File: config.mk
export PLATFORM = sky130hd
export DESIGN_NAME = rhs_hop_sequencer
export DESIGN_NICKNAME = d
export VERILOG_FILES = /design/src/pkg/rhs_pkg.sv /design/src/design/rhs_hop_sequencer.sv
export VERILOG_INCLUDE_DIRS = /design/src /design/src/pkg
export SDC_FILE = /design/constraint.sdc
export NUM_CORES = 2
export LEC_CHECK = 0
export BUFFER_PORTS_ARGS = -buffer_cell sky130_fd_sc_hd__buf_2
export CAP_MARGIN = 25
export CORE_UTILIZATION = 28
export CTS_BUF_LIST = sky130_fd_sc_hd__clkbuf_2 sky130_fd_sc_hd__clkbuf_4 sky130_fd_sc_hd__clkbuf_8
export DETAILED_ROUTE_END_ITERATION = 8
export GPL_TIMING_DRIVEN = 0
export PLACE_DENSITY = 0.39
export REMOVE_ABC_BUFFERS = 1
export SLEW_MARGIN = 0
export SYNTH_ARGS = -nofsm -noshare
export SYNTH_HDL_FRONTEND = slang
export SYNTH_SLANG_ARGS = --single-unit
File: constraint.sdc
create_clock -name ref_clk -period 129.3 [get_ports ref_clk]
set_clock_uncertainty 0.2 [all_clocks]
set_input_delay 12.93 -clock ref_clk [delete_from_list [all_inputs] [get_ports ref_clk]]
set_output_delay 12.93 -clock ref_clk [all_outputs]
set_load 0.01 [all_outputs]
File: src/pkg/rhs_defines.svh
// Offsets, field positions, reset values and timing counts of the hop sequencer.
// Assumes a byte-addressed Avalon-MM slave with 32-bit data.
`ifndef RHS_DEFINES_SVH
`define RHS_DEFINES_SVH
// ==========================================
// Register byte offsets
`define RHS_OFF_CMD       6'h00
`define RHS_OFF_INTEGER   6'h04
`define RHS_OFF_FRACTION  6'h08
`define RHS_OFF_STEP_LO   6'h0c
`define RHS_OFF_STEP_HI   6'h10
`define RHS_OFF_BAND      6'h14
`define RHS_OFF_HOP_CTRL  6'h18
`define RHS_OFF_TBL_SIZE  6'h1c
`define RHS_OFF_THRESH    6'h20
`define RHS_OFF_TBL_ENTRY 6'h24
`define RHS_OFF_CAL_COUNT 6'h28
`define RHS_OFF_STATUS    6'h2c
`define RHS_OFF_FREQ      6'h30
// ==========================================
// Field positions and constants
`define RHS_CMD_HAS_CH    8
`define RHS_CMD_RX        9
`define RHS_CMD_TX        10
`define RHS_CMD_HOP       11
`define RHS_CMD_STOP      12
`define RHS_FRAC_BITS     19
`define RHS_UNUSED_ENTRY  8'hff
`define RHS_TBL_MAX       7'h40
`define RHS_FRAC_RESET    20'h80000
`define RHS_REF_HZ        30000000
// ==========================================
// Timing: full calibration, RSSI settle, clock period
`define RHS_CLK_NS        40
`define RHS_CAL_NS        60000
`define RHS_CAL_CYC       ((`RHS_CAL_NS + `RHS_CLK_NS - 1) / `RHS_CLK_NS)
`define RHS_SETTLE_NS     4000
`define RHS_SETTLE_CYC    ((`RHS_SETTLE_NS + `RHS_CLK_NS - 1) / `RHS_CLK_NS)
`endif

File: src/pkg/rhs_pkg.sv
// Types shared by the hop sequencer.
// Assumes rhs_defines.svh for the numbers.
package rhs_pkg;
    // ==========================================
    // Sequencer states
    typedef enum logic [2:0] {
        ST_IDLE   = 3'b000,
        ST_CAL    = 3'b001,
        ST_LISTEN = 3'b010,
        ST_STAY   = 3'b011,
        ST_SEARCH = 3'b100,
        ST_TX     = 3'b101
    } rhs_state_t;
    // ==========================================
    // Hop control fields
    typedef struct packed {
        logic gpioWrap;
        logic gpioHop;
        logic pktEn;
        logic syncEn;
        logic preambleEn;
        logic rssiEn;
        logic hopEn;
    } rhs_hop_ctrl_t;
    // ==========================================
    // Packet-handler events from the modem
    typedef struct packed {
        logic preambleValid;
        logic preambleTimeout;
        logic syncOk;
        logic syncTimeout;
    } rhs_pkt_evt_t;
endpackage

File: src/design/rhs_hop_sequencer.sv
// Frequency control and automatic receive hopping, Avalon-MM register slave.
// Assumes modem inputs synchronous to ref_clk; one clock domain.
//
// Chosen here: the register offsets and the Avalon-MM slave port.
`timescale 1ns/1ps
`include "rhs_defines.svh"
module rhs_hop_sequencer #(
    parameter int TBL_DEPTH  = 64,
    parameter int REF_HZ     = `RHS_REF_HZ,
    parameter int CAL_CYC    = `RHS_CAL_CYC,
    parameter int SETTLE_CYC = `RHS_SETTLE_CYC
) (
    input  wire logic                 ref_clk,
    input  wire logic                 rst_b,
    input  wire logic                 clkEn,
    input  wire logic [5:0]           address,
    input  wire logic                 read,
    input  wire logic                 write,
    input  wire logic [31:0]          writedata,
    output logic      [31:0]          readdata,
    output logic                      waitrequest,
    input  wire logic [7:0]           rssi,
    input  wire rhs_pkg::rhs_pkt_evt_t pktEvt,
    output logic      [27:0]          synthWord,
    output logic      [4:0]           outDiv,
    output logic      [31:0]          rfFreqHz,
    output logic      [7:0]           channel,
    output logic                      rxOn,
    output logic                      txOn,
    output logic                      calSkip,
    output logic      [15:0]          calCountOut,
    output logic                      hopGpio
);
    // ==========================================
    // Helper functions
    // Band code to output divider
    function automatic logic [4:0] band_div(input logic [2:0] band);
        case (band)
            3'h0:    band_div = 5'h18;
            3'h1:    band_div = 5'h0c;
            3'h2:    band_div = 5'h0a;
            3'h3:    band_div = 5'h08;
            default: band_div = 5'h04;
        endcase
    endfunction
    // Tuning word to output frequency in Hz
    function automatic logic [31:0] word_hz(input logic [28:0] w, input logic [4:0] d);
        logic [63:0] p;
        p = 64'(w) * 64'(2 * REF_HZ) / 64'(d);
        word_hz = p[`RHS_FRAC_BITS +: 32];
    endfunction

    // ==========================================
    // Registers
    logic [7:0]             integerWord;
    logic [19:0]            fractionWord;
    logic [7:0]             stepLo;
    logic [7:0]             stepHi;
    logic [2:0]             band;
    rhs_pkg::rhs_hop_ctrl_t hopCtrl;
    logic [6:0]             tblSize;
    logic [7:0]             signalLevelThreshold;
    logic [15:0]            oscillatorCalCount;
    logic [7:0]             hopTable [TBL_DEPTH];
    logic [7:0]             storedChannel;
    rhs_pkg::rhs_state_t    state;
    logic [5:0]             hopIdx;
    logic [6:0]             searchCnt;
    logic [15:0]            waitCnt;
    logic                   goTx;

    // ==========================================
    // Bus decode: answer at the second edge of a request
    wire        busReq   = read | write;
    wire        busTake  = busReq & ~waitrequest;
    wire        wrTake   = busTake & write;
    wire        wrCmd    = wrTake & (address == `RHS_OFF_CMD);
    wire        cmdHasCh = writedata[`RHS_CMD_HAS_CH];
    wire        cmdRx    = wrCmd & writedata[`RHS_CMD_RX];
    wire        cmdTx    = wrCmd & writedata[`RHS_CMD_TX] & ~writedata[`RHS_CMD_RX];
    wire        cmdHop   = wrCmd & writedata[`RHS_CMD_HOP];
    wire        cmdStop  = wrCmd & writedata[`RHS_CMD_STOP];
    wire [7:0]  startCh  = cmdHasCh ? writedata[7:0] : storedChannel;
    wire [31:0] statusWord = {13'h0, state, 2'h0, hopIdx, storedChannel};
    logic [31:0] rdMux;
    always_comb begin
        case (address)
            `RHS_OFF_INTEGER:   rdMux = {24'h0, integerWord};
            `RHS_OFF_FRACTION:  rdMux = {12'h0, fractionWord};
            `RHS_OFF_STEP_LO:   rdMux = {24'h0, stepLo};
            `RHS_OFF_STEP_HI:   rdMux = {24'h0, stepHi};
            `RHS_OFF_BAND:      rdMux = {29'h0, band};
            `RHS_OFF_HOP_CTRL:  rdMux = {25'h0, hopCtrl};
            `RHS_OFF_TBL_SIZE:  rdMux = {25'h0, tblSize};
            `RHS_OFF_THRESH:    rdMux = {24'h0, signalLevelThreshold};
            `RHS_OFF_CAL_COUNT: rdMux = {16'h0, oscillatorCalCount};
            `RHS_OFF_STATUS:    rdMux = statusWord;
            `RHS_OFF_FREQ:      rdMux = rfFreqHz;
            default:            rdMux = 32'h0;
        endcase
    end

    // ==========================================
    // Frequency arithmetic
    wire [27:0] baseWord  = {integerWord, 19'h0} + 28'(fractionWord);
    wire [15:0] stepSize  = {stepHi, stepLo};
    wire [28:0] chanWord  = 29'(baseWord) + 29'(channel * stepSize);
    wire [4:0]  divNext   = band_div(band);

    // ==========================================
    // Hop decision and table walk
    wire [7:0]  curEntry   = hopTable[hopIdx];
    wire        entryUsed  = curEntry != `RHS_UNUSED_ENTRY;
    wire        lastEntry  = 7'(hopIdx) + 7'h1 >= tblSize;
    wire [5:0]  nextIdx    = lastEntry ? 6'h0 : hopIdx + 6'h1;
    wire        settled    = waitCnt == 16'h0;
    wire        pktOk      = hopCtrl.pktEn;
    wire        rssiHigh   = rssi > signalLevelThreshold;
    wire        stayRssi   = hopCtrl.rssiEn & settled & rssiHigh;
    wire        hopRssi    = hopCtrl.rssiEn & settled & ~rssiHigh;
    wire        stayPkt    = pktOk & ((hopCtrl.preambleEn & pktEvt.preambleValid)
                                    | (hopCtrl.syncEn & pktEvt.syncOk));
    wire        hopPkt     = pktOk & ((hopCtrl.preambleEn & pktEvt.preambleTimeout)
                                    | (hopCtrl.syncEn & pktEvt.syncTimeout));
    wire        decideStay = stayRssi | stayPkt;
    wire        decideHop  = (hopRssi | hopPkt) & ~decideStay;
    wire        autoHop    = state == rhs_pkg::ST_LISTEN & hopCtrl.hopEn & decideHop;
    wire        tblEmpty   = searchCnt >= tblSize;

    // ==========================================
    // Bus handshake and read data
    always_ff @(posedge ref_clk or negedge rst_b) begin
        if (!rst_b) begin
            waitrequest <= 1'b1;
            readdata    <= 32'h0;
        end else if (clkEn) begin
            waitrequest <= ~(busReq & waitrequest);
            if (busReq & waitrequest) begin
                readdata <= read ? rdMux : 32'h0;
            end
        end
    end

    // ==========================================
    // Configuration registers
    always_ff @(posedge ref_clk or negedge rst_b) begin
        if (!rst_b) begin
            integerWord          <= 8'h0;
            fractionWord         <= `RHS_FRAC_RESET;
            stepLo               <= 8'h0;
            stepHi               <= 8'h0;
            band                 <= 3'h0;
            hopCtrl              <= '0;
            tblSize              <= 7'h0;
            signalLevelThreshold <= 8'h0;
            oscillatorCalCount   <= 16'h0;
        end else if (clkEn & wrTake) begin
            case (address)
                `RHS_OFF_INTEGER:   integerWord          <= writedata[7:0];
                `RHS_OFF_FRACTION:  fractionWord         <= writedata[19:0];
                `RHS_OFF_STEP_LO:   stepLo               <= writedata[7:0];
                `RHS_OFF_STEP_HI:   stepHi               <= writedata[7:0];
                `RHS_OFF_BAND:      band                 <= writedata[2:0];
                `RHS_OFF_HOP_CTRL:  hopCtrl              <= writedata[6:0];
                `RHS_OFF_TBL_SIZE:  tblSize              <= (writedata[6:0] > `RHS_TBL_MAX) ?
                                                            `RHS_TBL_MAX : writedata[6:0];
                `RHS_OFF_THRESH:    signalLevelThreshold <= writedata[7:0];
                `RHS_OFF_CAL_COUNT: oscillatorCalCount   <= writedata[15:0];
                default:            ;
            endcase
        end
    end

    // Hop table storage, written as index and entry in one word
    always_ff @(posedge ref_clk) begin
        if (clkEn & wrTake & (address == `RHS_OFF_TBL_ENTRY)) begin
            hopTable[writedata[13:8]] <= writedata[7:0];
        end
    end

    // ==========================================
    // Sequencer state machine
    always_ff @(posedge ref_clk or negedge rst_b) begin
        if (!rst_b) begin
            state         <= rhs_pkg::ST_IDLE;
            storedChannel <= 8'h0;
            channel       <= 8'h0;
            hopIdx        <= 6'h0;
            searchCnt     <= 7'h0;
            waitCnt       <= 16'h0;
            goTx          <= 1'b0;
            calSkip       <= 1'b0;
            hopGpio       <= 1'b0;
        end else if (clkEn) begin
            if (cmdStop) begin
                state <= rhs_pkg::ST_IDLE;
            end else if (cmdRx | cmdTx) begin
                storedChannel <= startCh;
                channel       <= startCh;
                goTx          <= cmdTx;
                calSkip       <= 1'b0;
                waitCnt       <= 16'(CAL_CYC);
                hopIdx        <= 6'h0;
                state         <= rhs_pkg::ST_CAL;
            end else if (cmdHop) begin
                storedChannel <= startCh;
                channel       <= startCh;
                goTx          <= 1'b0;
                calSkip       <= 1'b1;
                waitCnt       <= 16'h1;
                state         <= rhs_pkg::ST_CAL;
            end else begin
                case (state)
                    rhs_pkg::ST_CAL: begin
                        if (waitCnt > 16'h1) begin
                            waitCnt <= waitCnt - 16'h1;
                        end else begin
                            waitCnt <= 16'(SETTLE_CYC);
                            state   <= goTx ? rhs_pkg::ST_TX : rhs_pkg::ST_LISTEN;
                        end
                    end
                    rhs_pkg::ST_LISTEN: begin
                        if (!settled) begin
                            waitCnt <= waitCnt - 16'h1;
                        end
                        if (hopCtrl.hopEn & decideStay) begin
                            state <= rhs_pkg::ST_STAY;
                        end else if (autoHop) begin
                            hopIdx    <= nextIdx;
                            searchCnt <= 7'h1;
                            state     <= rhs_pkg::ST_SEARCH;
                            if (lastEntry & hopCtrl.gpioWrap) begin
                                hopGpio <= ~hopGpio;
                            end
                        end
                    end
                    rhs_pkg::ST_SEARCH: begin
                        if (entryUsed) begin
                            channel       <= curEntry;
                            storedChannel <= curEntry;
                            calSkip       <= 1'b1;
                            waitCnt       <= 16'h1;
                            state         <= rhs_pkg::ST_CAL;
                            if (hopCtrl.gpioHop) begin
                                hopGpio <= ~hopGpio;
                            end
                        end else if (tblEmpty) begin
                            state <= rhs_pkg::ST_STAY;
                        end else begin
                            hopIdx    <= nextIdx;
                            searchCnt <= searchCnt + 7'h1;
                            if (lastEntry & hopCtrl.gpioWrap) begin
                                hopGpio <= ~hopGpio;
                            end
                        end
                    end
                    rhs_pkg::ST_IDLE,
                    rhs_pkg::ST_STAY,
                    rhs_pkg::ST_TX: ;
                    default: state <= rhs_pkg::ST_IDLE;
                endcase
            end
        end
    end

    // ==========================================
    // Registered synthesizer outputs
    always_ff @(posedge ref_clk or negedge rst_b) begin
        if (!rst_b) begin
            synthWord   <= 28'h0;
            outDiv      <= 5'h18;
            rfFreqHz    <= 32'h0;
            rxOn        <= 1'b0;
            txOn        <= 1'b0;
            calCountOut <= 16'h0;
        end else if (clkEn) begin
            synthWord   <= chanWord[27:0];
            outDiv      <= divNext;
            rfFreqHz    <= word_hz(chanWord, divNext);
            rxOn        <= state == rhs_pkg::ST_LISTEN | state == rhs_pkg::ST_STAY
                         | state == rhs_pkg::ST_SEARCH;
            txOn        <= state == rhs_pkg::ST_TX;
            calCountOut <= oscillatorCalCount;
        end
    end
endmodule

==> out/results.txt <==
CTS tree - built
CP dominant cell by count - a21oi_1
Initial antenna violation count - 18
Crit path arrival time - 120.96 ns
Cell area after layout - 0.0956 mm2
Row count - 203
Nets - 10.3k
Slowest CP cell - dfrtp_1
Fin util - 0.312
Mapped Area - 0.0863 mm2
Slowest Stage Delay on Critical Path - 0.91 ns
Crit. End Element - flip-flop
Reg-to-reg slack, setup - 8.84 ns
RR Endpoint - rfFreqHz[0]
Via/cell ratio - 5.70
Slew at the pin closest to its max-slew limit - 1.20 ns
Fin. max-slew vios - 0
Cell count after synthesis - 9439
# fillers - 32.1k
Final Hold Viols - 0
Setup violations, final - 0
Post-synth EDFFs - 512
Starting Density - 0.282
Die X - 557 um
Core area - 0.306 mm2
CP Depth - 445
First drt pass iteration count - 6
# IOs - 181
Final period util - 0.932
Largest net degree at the start of global routing - 98
Hold crit path type - reg2reg
Worst-path clk slew - 0.06 ns
Total GRT Usage - 0.217
Worst Path Required - 129.81 ns
Critical path type - reg2reg
Critical path peak fanout - 29
Most used DFF post-synth - edfxtp_1
Worst R2R Start - storedChannel[7]
Buf/Inv on CP - 33
Yosys warnings - 0
Share of cells above drive strength 1 - 0.143
H-tree levels - 4
Top delay family on crit path - compound AO/OA/AOI/OAI gates
Register bit total from synthesis - 755
Sequential share of the synthesized area - 0.249
# clock sinks - 755
Worst-skew pair later-pin latency - 0.94 ns
CP startpoint kind - flip-flop
Cts hold-fix bufs - 0
First-pass GRT wire length - 515 mm
Post-route ant nets - 0
Gp weighted congestion - 0.883
R2R depth - 445
Root Buffer - clkbuf_8
Hold path startpoint - hopGpio
Via count - 78.4k
Syn Area/Cell - 9.14 um2
Hold Path Stages - 1
WL per Instance - 25.3 um
Hold WS - 0.274 ns
Initial DRC Count - 6763
Worst-case clock buffer depth - 4
WHS Endpoint - hopGpio
Max-Slew Margin vs Limit - 0.188
Post-DP Area - 0.0917 mm2
DRT Wirelength - 348 mm
Final critical-path required period - 120.46 ns
Async SR Flop Fraction - 0.322
Count of cell types in the netlist - 182
Max_cap viols - 0
Vias in the first global route - 76.5k
Fmax - 8.30 MHz
DIE HEIGHT - 557 um
Area grow syn2layout - 10.8%
DR DRC count - 0
Total CTS buffers - 148
Hpwl dp - 272 mm
Global route total overflow - 0
PortBufs - 167
Outcome - complete, no violations
Full die area - 0.310 mm2
==> sequential cells by signal, indices dropped and copies added, names as in the netlist, 4 cells and up <==
| signal | cells |
|---|---|
| stepHi | 8 |
| readdata | 32 |
| synthWord | 28 |
| outDiv | 4 |
| hopIdx | 6 |
| fractionWord | 20 |
| hopTable | 512 |
| rfFreqHz | 32 |
| searchCnt | 7 |
| hopCtrl | 6 |
| calCountOut | 16 |
| stepLo | 8 |
| signalLevelThreshold | 8 |
| oscillatorCalCount | 16 |
| tblSize | 7 |
| waitCnt | 16 |
| storedChannel | 8 |
| integerWord | 8 |
==> layer usage <==
metal	up-vias	global-route usage	wire length, um
met1	39400	0.305	163000
met2	2280	0.353	160000
li1	36400	-	-
met5	-	0	0
met3	406	0.0215	15800
met4	0	0.0574	9410
==> per-stage QoR <==
stage               TNS (ns)  instances  setup slack (ns)
finish                     0      13800              8.84
global route          -0.165      13700            -0.165
CTS                        0      13700             0.136
detailed placement    -18.81      13400             -9.29
global placement     -103.39      13400            -25.40
floorplan                  0       9089             22.70
==> area by class of cell <==
type	instances	area [um2]	share of cell area
Antenna cell	9	22.5	0.000236
Clock buffer	202	2500	0.0261
Clock inverter	51	379	0.00397
Inverter	489	1840	0.0193
Multi-Input combinational cell	7849	61800	0.646
Sequential cell	755	21500	0.225
Tap cell	4100	5130	0.0537
Timing Repair Buffer	297	2430	0.0255
==> worst max path at each step <==
stage | startpoint | to | slack (ns)
2_1_floorplan | band[2] | rfFreqHz[0] | 22.70
3_3_place_gp | band[2] | rfFreqHz[0] | -25.40
3_5_place_dp | storedChannel[1] | rfFreqHz[0] | -9.29
4_1_cts | storedChannel[1] | rfFreqHz[0] | 0.14
5_1_grt | storedChannel[1] | rfFreqHz[0] | -0.16
6_report | storedChannel[7] | rfFreqHz[0] | 8.84
==> kinds of logic (layout without fill, tap and decap cells) <==
group           count (synthesis)  after routing  synth area share
fa+ha+maj                     751            751             0.132
compound gates               2481           2483             0.210
xor+xnor                      617            617            0.0638
other cells                     1             19         0.0000435
mux                           432            432            0.0775
flops                         755            755             0.249
buf+inv                       848           1039            0.0444
simple gates                 3554           3556             0.223
==> synthesized netlist by cell type (72+ instances only) <==
master,number,area share
and2_1,200,0.015
o21a_1,126,0.011
mux2_2,186,0.024
nor4_1,116,0.0084
nor3_1,329,0.019
nor2_1,747,0.033
inv_1,484,0.021
ha_1,477,0.069
o21ai_1,89,0.0052
o21ai_0,321,0.019
a211oi_1,91,0.0079
a31oi_1,120,0.0087
nand4_1,155,0.011
nand2_1,712,0.031
and3_1,97,0.0070
a21oi_1,524,0.030
nand3_1,293,0.017
buf_4,72,0.0063
xor2_1,219,0.022
edfxtp_1,512,0.18
mux4_2,168,0.044
mux2i_1,72,0.0084
nand2b_1,107,0.0078
fa_1,269,0.062
dfrtp_1,239,0.069
clkbuf_1,158,0.0069
xnor2_1,385,0.039
a21o_1,127,0.011
or3_1,141,0.010
==> placed cells by master (no fill, tap or decap), types with 89 or more instances in the layout <==
master / count
nand3_1: 290
nor3_1: 324
and2_1: 196
ha_1: 477
buf_2: 172
and3_1: 96
xnor2_1: 370
nor2_1: 742
mux4_2: 168
a21oi_1: 504
or3_1: 140
nand2b_1: 106
a211oi_1: 89
xor2_1: 219
o21a_1: 126
nand4_1: 155
nor4_1: 112
mux2_2: 186
edfxtp_1: 512
o21ai_0: 319
inv_1: 484
clkbuf_8: 157
nand2_1: 706
o21ai_1: 89
a31oi_1: 119
fa_1: 269
dfrtp_1: 227
a21o_1: 126
==> worst reg2reg max path, delay by kind of cell (launching register included) <==
| family | cells | cell delay (ns) |
|---|---|---|
| compound gates | 185 | 48.26 |
| xor+xnor | 1 | 0.42 |
| fa+ha+maj | 46 | 16.24 |
| buf+inv | 33 | 4.99 |
| flops | 1 | 0.91 |
| mux | 10 | 3.61 |
| simple gates | 170 | 45.59 |
==> repair_timing <==
action | in CTS | in global routing
gates resized for setup | 46 | 66
setup endpoints to repair | 3 | 4
buffers inserted | 1 | 38
hold endpoints to repair | 0 | 0
cloned | 2 | 2
pin swaps | 4 | 18
Power is not shown: default switching activity piles up to over one toggle a cycle in this logic, so the estimate is an artifact.
